**config.mk**
```make
export PLATFORM = sky130hd
export DESIGN_NAME = alufp_core
export DESIGN_NICKNAME = d
export VERILOG_FILES = /design/src/pkg/alufp_pkg.sv /design/src/rtl/alufp_core.sv /design/src/rtl/alufp_divider.sv
export VERILOG_INCLUDE_DIRS = /design/src /design/src/pkg
export SDC_FILE = /design/constraint.sdc
export NUM_CORES = 1
export LEC_CHECK = 0
export BUFFER_PORTS_ARGS = -buffer_cell sky130_fd_sc_hd__clkbuf_2
export CORE_MARGIN = 2
export CORE_UTILIZATION = 45
export DETAILED_ROUTE_END_ITERATION = 7
export GPL_ROUTABILITY_DRIVEN = 1
export PLACE_DENSITY = 0.6
export SYNTH_ARGS = -nofsm -noshare
export SYNTH_HDL_FRONTEND = slang
export SYNTH_SLANG_ARGS = --single-unit
```
**constraint.sdc**
```tcl
create_clock -name core_clk_i -period 5.4 [get_ports core_clk_i]
set_clock_uncertainty 0.05 [all_clocks]
set_input_delay 1.08 -clock core_clk_i [delete_from_list [all_inputs] [get_ports core_clk_i]]
set_output_delay 1.08 -clock core_clk_i [all_outputs]
set_load 0.005 [all_outputs]
```
**src/pkg/alufp_consts.svh**
```systemverilog
/*
 * Constants for the core ALU flag and port read-modify-write datapath.
 * Assumes inclusion by bare name from design files.
 */
`ifndef ALUFP_CONSTS_SVH
`define ALUFP_CONSTS_SVH

`define ALUFP_BCD_LO_ADJ   8'h06
`define ALUFP_BCD_HI_ADJ   8'h60
`define ALUFP_BCD_LO_MAX   4'h9
`define ALUFP_BCD_MAX      9'h099
`define ALUFP_BYTE_MAX     16'h00FF
`define ALUFP_RST_BYTE     8'h00
`define ALUFP_LATCH_RST    8'hFF
`define ALUFP_DIV_STEPS    4'h8

`endif

```
**src/pkg/alufp_pkg.sv**
```systemverilog
/*
 * Types for the core ALU flag and port read-modify-write datapath.
 * Assumes nothing of its surroundings.
 */
package alufp_pkg;

    // ==========================================================
    // operation codes
    typedef enum logic [4:0] {
        ALUFP_OP_ADD,
        ALUFP_OP_ADDC,
        ALUFP_OP_SUBB,
        ALUFP_OP_MUL,
        ALUFP_OP_DIV,
        ALUFP_OP_DA,
        ALUFP_OP_RRC,
        ALUFP_OP_RLC,
        // loads b from src, so mul and div can be given an operand
        ALUFP_OP_MOVB,
        ALUFP_OP_PANL,
        ALUFP_OP_PORL,
        ALUFP_OP_PXRL,
        ALUFP_OP_PINC,
        ALUFP_OP_PDEC,
        ALUFP_OP_PDJNZ,
        ALUFP_OP_PCPL,
        ALUFP_OP_PJBC,
        ALUFP_OP_PMOVC,
        ALUFP_OP_PCLRB,
        ALUFP_OP_PSETB,
        ALUFP_OP_PREAD,
        ALUFP_OP_PBITRD
    } alufp_op_t;

    // ==========================================================
    // program status flags
    typedef struct packed {
        logic carry;
        logic nibble_carry_flag;
        logic signed_wrap_flag;
    } alufp_flags_t;

    // ==========================================================
    // one request
    typedef struct packed {
        alufp_op_t  op;
        logic [7:0] src;
        logic [2:0] bit_sel;
        logic [1:0] port_sel;
    } alufp_req_t;

endpackage

```
**src/rtl/alufp_core.sv**
```systemverilog
/*
 * ALU flag datapath and port read-modify-write path of the core.
 * Assumes an instruction sequencer issues one request per req_valid pulse
 * and waits for done before the next; port pins are asynchronous.
 */
// How it works
// - rmw to port reads the latch
// - plain port input reads the pin
// - bit writes rewrite whole latch byte
// - logic, jbc, cpl, inc, dec, djnz read latch
// - add carry from bit 7
// - wrap flag is c6 xor c7
// - nibble carry from bit 3
// - addc sums acc, source, carry
// - subb takes source and borrow
// - subb carry is bit 7 borrow
// - subb wrap is b6 xor b7
// - subb nibble flag is bit 3 borrow
// - mul low to acc, high to b
// - mul clears carry, wrap if >255
// - div quotient to acc, remainder b
// - div clears carry, wrap when b zero
// - da adds 06 on low fixup
// - da adds 60 on carry or step one
// - da carry when result above 99
// - rrc rotates right through carry
// - rlc rotates left through carry
`timescale 1ns/1ps
`include "alufp_consts.svh"

module alufp_core #(
    parameter int NPORTS = 4
) (
    input  wire logic                    core_clk_i,   // core clock, 50 MHz
    input  wire logic                    reset_i,      // async reset, high
    input  wire logic                    req_valid_i,  // request strobe
    input  wire alufp_pkg::alufp_req_t   req_i,        // request fields
    input  wire logic [NPORTS*8-1:0]     port_pin_i,   // port pin levels
    output alufp_pkg::alufp_flags_t      flags_o,      // program status flags
    output logic [7:0]                   acc_o,        // accumulator
    output logic [7:0]                   b_o,          // b register
    output logic [NPORTS*8-1:0]          port_latch_o, // port output latches
    output logic [7:0]                   rd_data_o,    // pin read / rmw source
    output logic                         bit_o,        // tested/read bit
    output logic                         done_o        // request done pulse
);

    // ==========================================================
    // pin synchroniser
    logic [NPORTS*8-1:0] pin_meta_q;
    logic [NPORTS*8-1:0] pin_sync_q;

    always_ff @(posedge core_clk_i or posedge reset_i) begin
        if (reset_i) begin
            pin_meta_q <= '0;
            pin_sync_q <= '0;
        end else begin
            pin_meta_q <= port_pin_i;
            pin_sync_q <= pin_meta_q;
        end
    end

    // ==========================================================
    // helpers
    function automatic logic [7:0] sel_byte(input logic [NPORTS*8-1:0] v,
                                            input logic [1:0] idx);
        sel_byte = v[idx*8 +: 8];
    endfunction

    function automatic logic is_port_rmw(input alufp_pkg::alufp_op_t op);
        is_port_rmw = op inside {alufp_pkg::ALUFP_OP_PANL, alufp_pkg::ALUFP_OP_PORL,
                                 alufp_pkg::ALUFP_OP_PXRL, alufp_pkg::ALUFP_OP_PINC,
                                 alufp_pkg::ALUFP_OP_PDEC, alufp_pkg::ALUFP_OP_PDJNZ,
                                 alufp_pkg::ALUFP_OP_PCPL, alufp_pkg::ALUFP_OP_PJBC,
                                 alufp_pkg::ALUFP_OP_PMOVC, alufp_pkg::ALUFP_OP_PCLRB,
                                 alufp_pkg::ALUFP_OP_PSETB};
    endfunction

    // ==========================================================
    // arithmetic
    alufp_pkg::alufp_op_t op;
    logic [7:0]  src;
    logic [7:0]  latch_byte;
    logic [7:0]  pin_byte;
    logic        cin;
    logic [4:0]  lo_sum;
    logic [3:0]  mid_sum;
    logic [1:0]  top_sum;
    logic [4:0]  lo_dif;
    logic [3:0]  mid_dif;
    logic [1:0]  top_dif;
    logic [15:0] product;
    logic        da_lo;
    logic        da_hi;
    logic [8:0]  da_step1;
    logic [8:0]  da_res;

    assign op         = req_i.op;
    assign src        = req_i.src;
    assign latch_byte = sel_byte(port_latch_o, req_i.port_sel);
    assign pin_byte   = sel_byte(pin_sync_q, req_i.port_sel);
    assign cin        = (op == alufp_pkg::ALUFP_OP_ADD) ? 1'b0 : flags_o.carry;

    // split so carries out of bits 3, 6 and 7 are visible
    assign lo_sum  = {1'b0, acc_o[3:0]} + {1'b0, src[3:0]} + {4'h0, cin};
    assign mid_sum = {1'b0, acc_o[6:4]} + {1'b0, src[6:4]} + {3'h0, lo_sum[4]};
    assign top_sum = {1'b0, acc_o[7]} + {1'b0, src[7]} + {1'b0, mid_sum[3]};
    assign lo_dif  = {1'b0, acc_o[3:0]} - {1'b0, src[3:0]} - {4'h0, flags_o.carry};
    assign mid_dif = {1'b0, acc_o[6:4]} - {1'b0, src[6:4]} - {3'h0, lo_dif[4]};
    assign top_dif = {1'b0, acc_o[7]} - {1'b0, src[7]} - {1'b0, mid_dif[3]};
    assign product = acc_o * b_o;

    assign da_lo    = flags_o.nibble_carry_flag || (acc_o[3:0] > `ALUFP_BCD_LO_MAX);
    assign da_step1 = {1'b0, acc_o} + (da_lo ? {1'b0, `ALUFP_BCD_LO_ADJ} : 9'h000);
    assign da_hi    = flags_o.carry || da_lo;
    // ninth bit kept so an overflowing adjust still counts as above 99
    assign da_res   = da_step1 + (da_hi ? {1'b0, `ALUFP_BCD_HI_ADJ} : 9'h000);

    // ==========================================================
    // divider
    logic       div_start;
    logic       div_done;
    logic [7:0] div_q;
    logic [7:0] div_r;
    logic       div_busy_q;

    assign div_start = req_valid_i && op == alufp_pkg::ALUFP_OP_DIV && b_o != 8'h00;

    alufp_divider #(.W(8)) u_div (
        .core_clk_i (core_clk_i),
        .reset_i    (reset_i),
        .start_i    (div_start),
        .dividend_i (acc_o),
        .divisor_i  (b_o),
        .done_o     (div_done),
        .quot_o     (div_q),
        .rem_o      (div_r)
    );

    always_ff @(posedge core_clk_i or posedge reset_i) begin
        if (reset_i) begin
            div_busy_q <= 1'b0;
        end else if (div_start) begin
            div_busy_q <= 1'b1;
        end else if (div_done) begin
            div_busy_q <= 1'b0;
        end
    end

    // ==========================================================
    // accumulator, b and flags
    always_ff @(posedge core_clk_i or posedge reset_i) begin
        if (reset_i) begin
            acc_o   <= `ALUFP_RST_BYTE;
            b_o     <= `ALUFP_RST_BYTE;
            flags_o <= '0;
        end else if (div_done && div_busy_q) begin
            acc_o <= div_q;
            b_o   <= div_r;
        end else if (req_valid_i) begin
            unique case (op)
                alufp_pkg::ALUFP_OP_ADD, alufp_pkg::ALUFP_OP_ADDC: begin
                    acc_o <= {top_sum[0], mid_sum[2:0], lo_sum[3:0]};
                    flags_o.carry <= top_sum[1];
                    flags_o.signed_wrap_flag <= top_sum[1] ^ mid_sum[3];
                    flags_o.nibble_carry_flag <= lo_sum[4];
                end
                alufp_pkg::ALUFP_OP_SUBB: begin
                    acc_o <= {top_dif[0], mid_dif[2:0], lo_dif[3:0]};
                    flags_o.carry <= top_dif[1];
                    flags_o.signed_wrap_flag <= top_dif[1] ^ mid_dif[3];
                    flags_o.nibble_carry_flag <= lo_dif[4];
                end
                alufp_pkg::ALUFP_OP_MUL: begin
                    acc_o <= product[7:0];
                    b_o   <= product[15:8];
                    flags_o.carry <= 1'b0;
                    flags_o.signed_wrap_flag <= product > `ALUFP_BYTE_MAX;
                end
                alufp_pkg::ALUFP_OP_DIV: begin
                    // div flags; zero divisor leaves acc and b as they were
                    flags_o.carry <= 1'b0;
                    flags_o.signed_wrap_flag <= (b_o == 8'h00);
                end
                alufp_pkg::ALUFP_OP_DA: begin
                    acc_o <= da_res[7:0];
                    flags_o.carry <= da_res > `ALUFP_BCD_MAX;
                end
                alufp_pkg::ALUFP_OP_RRC: begin
                    acc_o <= {flags_o.carry, acc_o[7:1]};
                    flags_o.carry <= acc_o[0];
                end
                alufp_pkg::ALUFP_OP_RLC: begin
                    acc_o <= {acc_o[6:0], flags_o.carry};
                    flags_o.carry <= acc_o[7];
                end
                alufp_pkg::ALUFP_OP_MOVB: begin
                    b_o <= src;
                end
                default: begin
                end
            endcase
        end
    end

    // ==========================================================
    // port latches and read-back
    logic [7:0] rmw_new;
    logic [7:0] bit_mask;

    assign bit_mask = 8'h01 << req_i.bit_sel;

    always_comb begin
        rmw_new = latch_byte;
        unique case (op)
            alufp_pkg::ALUFP_OP_PANL:  rmw_new = latch_byte & acc_o;
            alufp_pkg::ALUFP_OP_PORL:  rmw_new = latch_byte | acc_o;
            alufp_pkg::ALUFP_OP_PXRL:  rmw_new = latch_byte ^ acc_o;
            alufp_pkg::ALUFP_OP_PINC:  rmw_new = latch_byte + 8'h01;
            alufp_pkg::ALUFP_OP_PDEC,
            alufp_pkg::ALUFP_OP_PDJNZ: rmw_new = latch_byte - 8'h01;
            alufp_pkg::ALUFP_OP_PCPL:  rmw_new = latch_byte ^ bit_mask;
            alufp_pkg::ALUFP_OP_PJBC,
            alufp_pkg::ALUFP_OP_PCLRB: rmw_new = latch_byte & ~bit_mask;
            alufp_pkg::ALUFP_OP_PSETB: rmw_new = latch_byte | bit_mask;
            alufp_pkg::ALUFP_OP_PMOVC:
                rmw_new = flags_o.carry ? (latch_byte | bit_mask) : (latch_byte & ~bit_mask);
            default:                   rmw_new = latch_byte;
        endcase
    end

    genvar gp;
    generate
        for (gp = 0; gp < NPORTS; gp++) begin : g_port
            always_ff @(posedge core_clk_i or posedge reset_i) begin
                if (reset_i) begin
                    port_latch_o[gp*8 +: 8] <= `ALUFP_LATCH_RST;
                end else if (req_valid_i && is_port_rmw(op) && req_i.port_sel == gp) begin
                    port_latch_o[gp*8 +: 8] <= rmw_new;
                end
            end
        end
    endgenerate

    always_ff @(posedge core_clk_i or posedge reset_i) begin
        if (reset_i) begin
            rd_data_o <= `ALUFP_RST_BYTE;
            bit_o     <= 1'b0;
        end else if (req_valid_i) begin
            if (op inside {alufp_pkg::ALUFP_OP_PREAD, alufp_pkg::ALUFP_OP_PBITRD}) begin
                rd_data_o <= pin_byte;
                bit_o     <= pin_byte[req_i.bit_sel];
            end else if (is_port_rmw(op)) begin
                // modify path reports the latch value
                rd_data_o <= latch_byte;
                bit_o     <= latch_byte[req_i.bit_sel];
            end
        end
    end

    always_ff @(posedge core_clk_i or posedge reset_i) begin
        if (reset_i) begin
            done_o <= 1'b0;
        end else begin
            done_o <= (req_valid_i && !div_start) || (div_done && div_busy_q);
        end
    end

    // ==========================================================
    // checks
    a_add_carry: assert property (@(posedge core_clk_i) disable iff (reset_i)
        req_valid_i && op == alufp_pkg::ALUFP_OP_ADD
        |=> flags_o.carry == ({1'b0, $past(acc_o)} + {1'b0, $past(src)} > 9'h0FF))
        else $error("add carry wrong");
    a_add_wrap: assert property (@(posedge core_clk_i) disable iff (reset_i)
        req_valid_i && op == alufp_pkg::ALUFP_OP_ADD && acc_o[7] == src[7]
        |=> flags_o.signed_wrap_flag == (acc_o[7] != $past(acc_o[7])))
        else $error("add wrap flag wrong");
    a_add_nibble: assert property (@(posedge core_clk_i) disable iff (reset_i)
        req_valid_i && op == alufp_pkg::ALUFP_OP_ADD
        |=> flags_o.nibble_carry_flag == ($past(acc_o[3:0]) + $past(src[3:0]) > 5'h0F))
        else $error("nibble carry wrong");
    a_subb_value: assert property (@(posedge core_clk_i) disable iff (reset_i)
        req_valid_i && op == alufp_pkg::ALUFP_OP_SUBB
        |=> acc_o == 8'($past(acc_o) - $past(src) - {7'h00, $past(flags_o.carry)}))
        else $error("subb result wrong");
    a_mul_flags: assert property (@(posedge core_clk_i) disable iff (reset_i)
        req_valid_i && op == alufp_pkg::ALUFP_OP_MUL
        |=> !flags_o.carry && flags_o.signed_wrap_flag == (b_o != 8'h00))
        else $error("mul flags wrong");
    a_mul_value: assert property (@(posedge core_clk_i) disable iff (reset_i)
        req_valid_i && op == alufp_pkg::ALUFP_OP_MUL
        |=> {b_o, acc_o} == $past(acc_o) * $past(b_o))
        else $error("mul product wrong");
    a_da_carry: assert property (@(posedge core_clk_i) disable iff (reset_i)
        req_valid_i && op == alufp_pkg::ALUFP_OP_DA
        |=> flags_o.carry || {1'b0, acc_o} <= `ALUFP_BCD_MAX)
        else $error("da carry wrong");
    a_div_zero: assert property (@(posedge core_clk_i) disable iff (reset_i)
        req_valid_i && op == alufp_pkg::ALUFP_OP_DIV && b_o == 8'h00
        |=> flags_o.signed_wrap_flag && !flags_o.carry && done_o)
        else $error("div by zero flags wrong");
    a_div_result: assert property (@(posedge core_clk_i) disable iff (reset_i)
        div_start ##10 1'b1 |-> done_o && acc_o == $past(acc_o, 10) / $past(b_o, 10)
        && b_o == $past(acc_o, 10) % $past(b_o, 10))
        else $error("div quotient wrong");
    a_rrc_carry: assert property (@(posedge core_clk_i) disable iff (reset_i)
        req_valid_i && op == alufp_pkg::ALUFP_OP_RRC
        |=> flags_o.carry == $past(acc_o[0]) && acc_o[7] == $past(flags_o.carry))
        else $error("rrc wrong");
    a_rlc_carry: assert property (@(posedge core_clk_i) disable iff (reset_i)
        req_valid_i && op == alufp_pkg::ALUFP_OP_RLC
        |=> flags_o.carry == $past(acc_o[7]) && acc_o[0] == $past(flags_o.carry))
        else $error("rlc wrong");
    a_setb_latch: assert property (@(posedge core_clk_i) disable iff (reset_i)
        req_valid_i && op == alufp_pkg::ALUFP_OP_PSETB
        |=> rd_data_o == ($past(latch_byte)))
        else $error("setb not from latch");

    c_add:  cover property (@(posedge core_clk_i) req_valid_i && op == alufp_pkg::ALUFP_OP_ADDC);
    c_div:  cover property (@(posedge core_clk_i) div_done);
    c_da:   cover property (@(posedge core_clk_i) req_valid_i && op == alufp_pkg::ALUFP_OP_DA && da_hi);
    c_rmw:  cover property (@(posedge core_clk_i) req_valid_i && op == alufp_pkg::ALUFP_OP_PJBC);

endmodule

```
**src/rtl/alufp_divider.sv**
```systemverilog
/*
 * Unsigned 8-bit restoring divider, one quotient bit per cycle.
 * Assumes start is pulsed only while idle; divisor zero handled by caller.
 */
`timescale 1ns/1ps
`include "alufp_consts.svh"

module alufp_divider #(
    parameter int W = 8
) (
    input  wire logic         core_clk_i, // core clock
    input  wire logic         reset_i,    // async reset, high
    input  wire logic         start_i,    // start pulse
    input  wire logic [W-1:0] dividend_i, // accumulator value
    input  wire logic [W-1:0] divisor_i,  // b register value
    output logic              done_o,     // one-cycle done pulse
    output logic [W-1:0]      quot_o,     // quotient
    output logic [W-1:0]      rem_o       // remainder
);

    logic [3:0]   cnt_q;
    logic         busy_q;
    logic [W:0]   trial;

    assign trial = {rem_o, quot_o[W-1]} - {1'b0, divisor_i};

    always_ff @(posedge core_clk_i or posedge reset_i) begin
        if (reset_i) begin
            busy_q <= 1'b0;
            cnt_q  <= 4'h0;
            done_o <= 1'b0;
            quot_o <= '0;
            rem_o  <= '0;
        end else begin
            done_o <= 1'b0;
            if (start_i && !busy_q) begin
                busy_q <= 1'b1;
                cnt_q  <= `ALUFP_DIV_STEPS;
                quot_o <= dividend_i;
                rem_o  <= '0;
            end else if (busy_q) begin
                // restoring step: shift, subtract if it fits
                if (trial[W]) begin
                    rem_o <= {rem_o[W-2:0], quot_o[W-1]};
                    quot_o <= {quot_o[W-2:0], 1'b0};
                end else begin
                    rem_o <= trial[W-1:0];
                    quot_o <= {quot_o[W-2:0], 1'b1};
                end
                cnt_q <= cnt_q - 4'h1;
                if (cnt_q == 4'h1) begin
                    busy_q <= 1'b0;
                    done_o <= 1'b1;
                end
            end
        end
    end

endmodule

```
==> results.yml <==
placed_design:
  pre_cts_slack_ns: 0.000900
  place_congestion: 0.920
  numPortBuffers: 113
  place_hpwl_mm: 23.7
  cell_count_post_placement: 1497
  dpl_cell_area_sq_um: 11800
clocking:
  clock_tree.htree_level_count: 4
  cts_made_buffers: 17
  clk_pin_slew_worst_paths_ns: 0.07
  cts_buffer_depth: 2
  number_of_sinks_on_the_clock_net: 148
  postCtsHoldBufs: 0
  post-cts-setup-buffer-count: 0
  clk_latency_ns: 0.42
  cts_resized: 0
  root_cell_of_the_clock_tree: "sky130_fd_sc_hd__clkbuf_16"
  cts_tree: "built"
setup_path:
  critPathCaptureType: "flop"
  worst-endpoint-arrival_ns: 5.32
  r2r.worst_path.cells: 15
  critical_path.reg2reg.startpoint: "b_o[5]$_DFFE_PP0P_"
  reg2reg_slack_ns: 0.33
  cp-endpoint: "flags_o[0]$_DFFE_PP0P_"
  critPathMaxFanout: 7
  timing.critical_path.required_ns: 5.65
  endpoint_of_the_worst_register_to_register_path: "flags_o[0]$_DFFE_PP0P_"
  worst_setup_path_start_kind: "flop"
  crit_start: "b_o[5]$_DFFE_PP0P_"
  crit_type: "reg -> reg"
yosys:
  synth.ff_latch_count: 148
  avgSynthCellArea_sq_um: 9.99
  number_of_warnings_printed_during_yosys_synthesis: 0
  synth.top_cells.by_area: "sky130_fd_sc_hd__dfrtp_1 (27%), sky130_fd_sc_hd__fa_1 (9.0%), sky130_fd_sc_hd__ha_1 (8.2%)"
  synthesis.area_sq_um: 10900
  synthFlopType: "sky130_fd_sc_hd__dfrtp_1"
  yosysTopAreaCell: "sky130_fd_sc_hd__dfrtp_1"
  syn-num-nets: 1261
  synth_edf_count: 0
  synthesis.instances: 1088
  postSynth.asyncResetShare_pct: 100
  synth-seq-area-share_pct: 34.5
  yosysUniqueCellTypes: 82
  netlist.area_leader.share_pct: 26.7
route:
  detailroute.via_count: 8950
  drc_errors: 0
  drt-vias-per-instance: 5.85
  drtAntennaViolNets: 0
  wire_per_inst_microns: 20.4
  routed_wirelength_mm: 31.2
  initialDrtViolationCount: 915
  dr.pass1.iters: 5
grt:
  grtUsageTotal_pct: 24.9
  globalRouteOverflowTotal: 0
  grt_pass1_wl_mm: 49.2
  grt_max_degree: 56
  antenna_found_initial: 1
  grt_pass1_vias: 8631
hold_path:
  hold_sp: "pin_meta_q[1]$_DFF_PP0_"
  holdCritPathClass: "reg -> reg"
cells_and_area:
  finish.cell_count_without_fillers: 1529
  fill_cells: 2158
  num_antenna_cells: 0
  synthToLayoutAreaGrowth_pct: 14.5
  final_layout_size_suffix_gt1_share_pct: 21.1
  layout.cells.most_common_list: "sky130_fd_sc_hd__dfrtp_1 (116), sky130_fd_sc_hd__clkbuf_2 (113), sky130_fd_sc_hd__inv_1 (90)"
  final_net_count: 1370
  final_cell_area_sq_um: 12400
  most_frequent_standard_cell_in_the_layout_excluding_fill_and_tap_cells: "sky130_fd_sc_hd__dfrtp_1"
timing:
  setup_violations: 0
  relSlewSlack_pct: 24.0
  period_needed_ns: 5.07
  post-route-period-util_pct: 93.8
  worstMarginPinSlew_ns: 1.13
  rsz_0062_raised_after_global_routing: "false"
  timing.final.max_slew_violations: 0
  setup_ws_ns: 0.332
  final_sum_of_negative_setup_slack_ns: 0
  timing.fmax_ghz: 0.197
  final_hold_vio_count: 0
die:
  die_w_microns: 159
  floorplan.rows: 56
  boundaryPins: 114
  floorplan.die_area_sq_um: 25400
  floorplan.initialDensity_pct: 46.0
  coreArea_sq_um: 23600
  chipHeight_microns: 159
status:
  outcome: "complete, no violations"
flow_run:
  max_cap_viols: 0
==> sequential cells by signal, summed over array words and instances, names as in the netlist <==
register      cells
acc_o             8
b_o               8
bit_o             1
div_busy_q        1
done_o            1
flags_o           3
pin_meta_q       32
pin_sync_q       32
port_latch_o     32
rd_data_o         8
u_div.busy_q      1
u_div.cnt_q       4
u_div.done_o      1
u_div.quot_o      8
u_div.rem_o       8
==> critical path, stage by stage, from the launching register on <==
cell	delay (ns)
sky130_fd_sc_hd__dfrtp_1	0.48
sky130_fd_sc_hd__inv_1	0.21
sky130_fd_sc_hd__nor2_1	0.17
sky130_fd_sc_hd__fa_1	0.45
sky130_fd_sc_hd__fa_1	0.52
sky130_fd_sc_hd__fa_1	0.55
sky130_fd_sc_hd__inv_1	0.06
sky130_fd_sc_hd__fa_1	0.53
sky130_fd_sc_hd__inv_1	0.04
sky130_fd_sc_hd__ha_1	0.34
sky130_fd_sc_hd__o21a_1	0.22
sky130_fd_sc_hd__o31ai_1	0.10
sky130_fd_sc_hd__a2111oi_0	0.70
sky130_fd_sc_hd__or4_1	0.25
sky130_fd_sc_hd__and2_1	0.19
sky130_fd_sc_hd__a31oi_1	0.09
==> metrics by stage <==
stage	utilization (%)	hold slack (ns)
detailed placement	50.1	0.285
finish	52.7	0.294
floorplan	-	0.281
CTS	52.7	0.298
global route	52.7	0.301
global placement	50.1	0.282
==> how the worst min path moves through the flow <==
stage / end / slack, ns / depth (start not counted)
final: pin_sync_q[1]$_DFF_PP0_ / 0.29 / 0
after global routing: pin_sync_q[31]$_DFF_PP0_ / 0.30 / 0
after CTS: pin_sync_q[1]$_DFF_PP0_ / 0.30 / 0
after detailed placement: pin_sync_q[16]$_DFF_PP0_ / 0.28 / 0
after global placement: pin_sync_q[11]$_DFF_PP0_ / 0.28 / 0
after floorplan: pin_sync_q[0]$_DFF_PP0_ / 0.28 / 0
==> Yosys cell counts, types with 9 or more instances <==
cell	count
sky130_fd_sc_hd__fa_1	49
sky130_fd_sc_hd__inv_1	91
sky130_fd_sc_hd__a21oi_1	55
sky130_fd_sc_hd__nand2_1	69
sky130_fd_sc_hd__dfrtp_1	116
sky130_fd_sc_hd__mux2i_1	29
sky130_fd_sc_hd__a21o_1	12
sky130_fd_sc_hd__and2_1	17
sky130_fd_sc_hd__ha_1	71
sky130_fd_sc_hd__o21ai_0	48
sky130_fd_sc_hd__nand3_1	17
sky130_fd_sc_hd__mux4_2	16
sky130_fd_sc_hd__xnor2_1	26
sky130_fd_sc_hd__clkbuf_1	45
sky130_fd_sc_hd__o22ai_1	9
sky130_fd_sc_hd__nor3b_1	10
sky130_fd_sc_hd__a31oi_1	13
sky130_fd_sc_hd__o21ai_1	20
sky130_fd_sc_hd__mux2_2	23
sky130_fd_sc_hd__xor2_1	13
sky130_fd_sc_hd__o31ai_1	9
sky130_fd_sc_hd__o211ai_1	10
sky130_fd_sc_hd__nor2_1	87
sky130_fd_sc_hd__dfstp_2	32
sky130_fd_sc_hd__a211oi_1	10
sky130_fd_sc_hd__a22o_1	9
sky130_fd_sc_hd__nor3_1	20
sky130_fd_sc_hd__nand2b_1	13
==> cells by family (layout without fill, tap and decap cells) <==
group	after synthesis	in the layout	share of synthesized area [%]
AO/OA/AOI/OAI	273	273	16.7
XOR/XNOR	40	40	3.36
adder cells (fa/ha/maj)	120	120	17.2
buffers and inverters	150	272	5.48
flip-flops	148	148	34.5
multiplexers	75	75	10.1
AND/OR/NAND/NOR	282	282	12.7
==> per-layer routing <==
layer	share of wire (%)	track usage [%]	routed length, microns	up-vias
met1	45	36.1	14100	4391
met3	7.8	5.05	2450	57
met4	2.3	7.19	718	0
li1	-	-	-	4116
met2	45	37.9	14000	386
met5	0	0	0	-
==> cell type report <==
type | count | area, sq um | area share (%)
multi-input cells | 790 | 6530 | 52.5
clock buffers | 17 | 425 | 3.42
well taps | 319 | 399 | 3.21
flip-flops and latches | 148 | 3740 | 30.1
clock inverters | 15 | 183 | 1.47
inverters | 97 | 369 | 2.97
repair buffers | 143 | 791 | 6.35
Power is not shown: default switching activity piles up to over one toggle a cycle in this logic, so the estimate is an artifact.
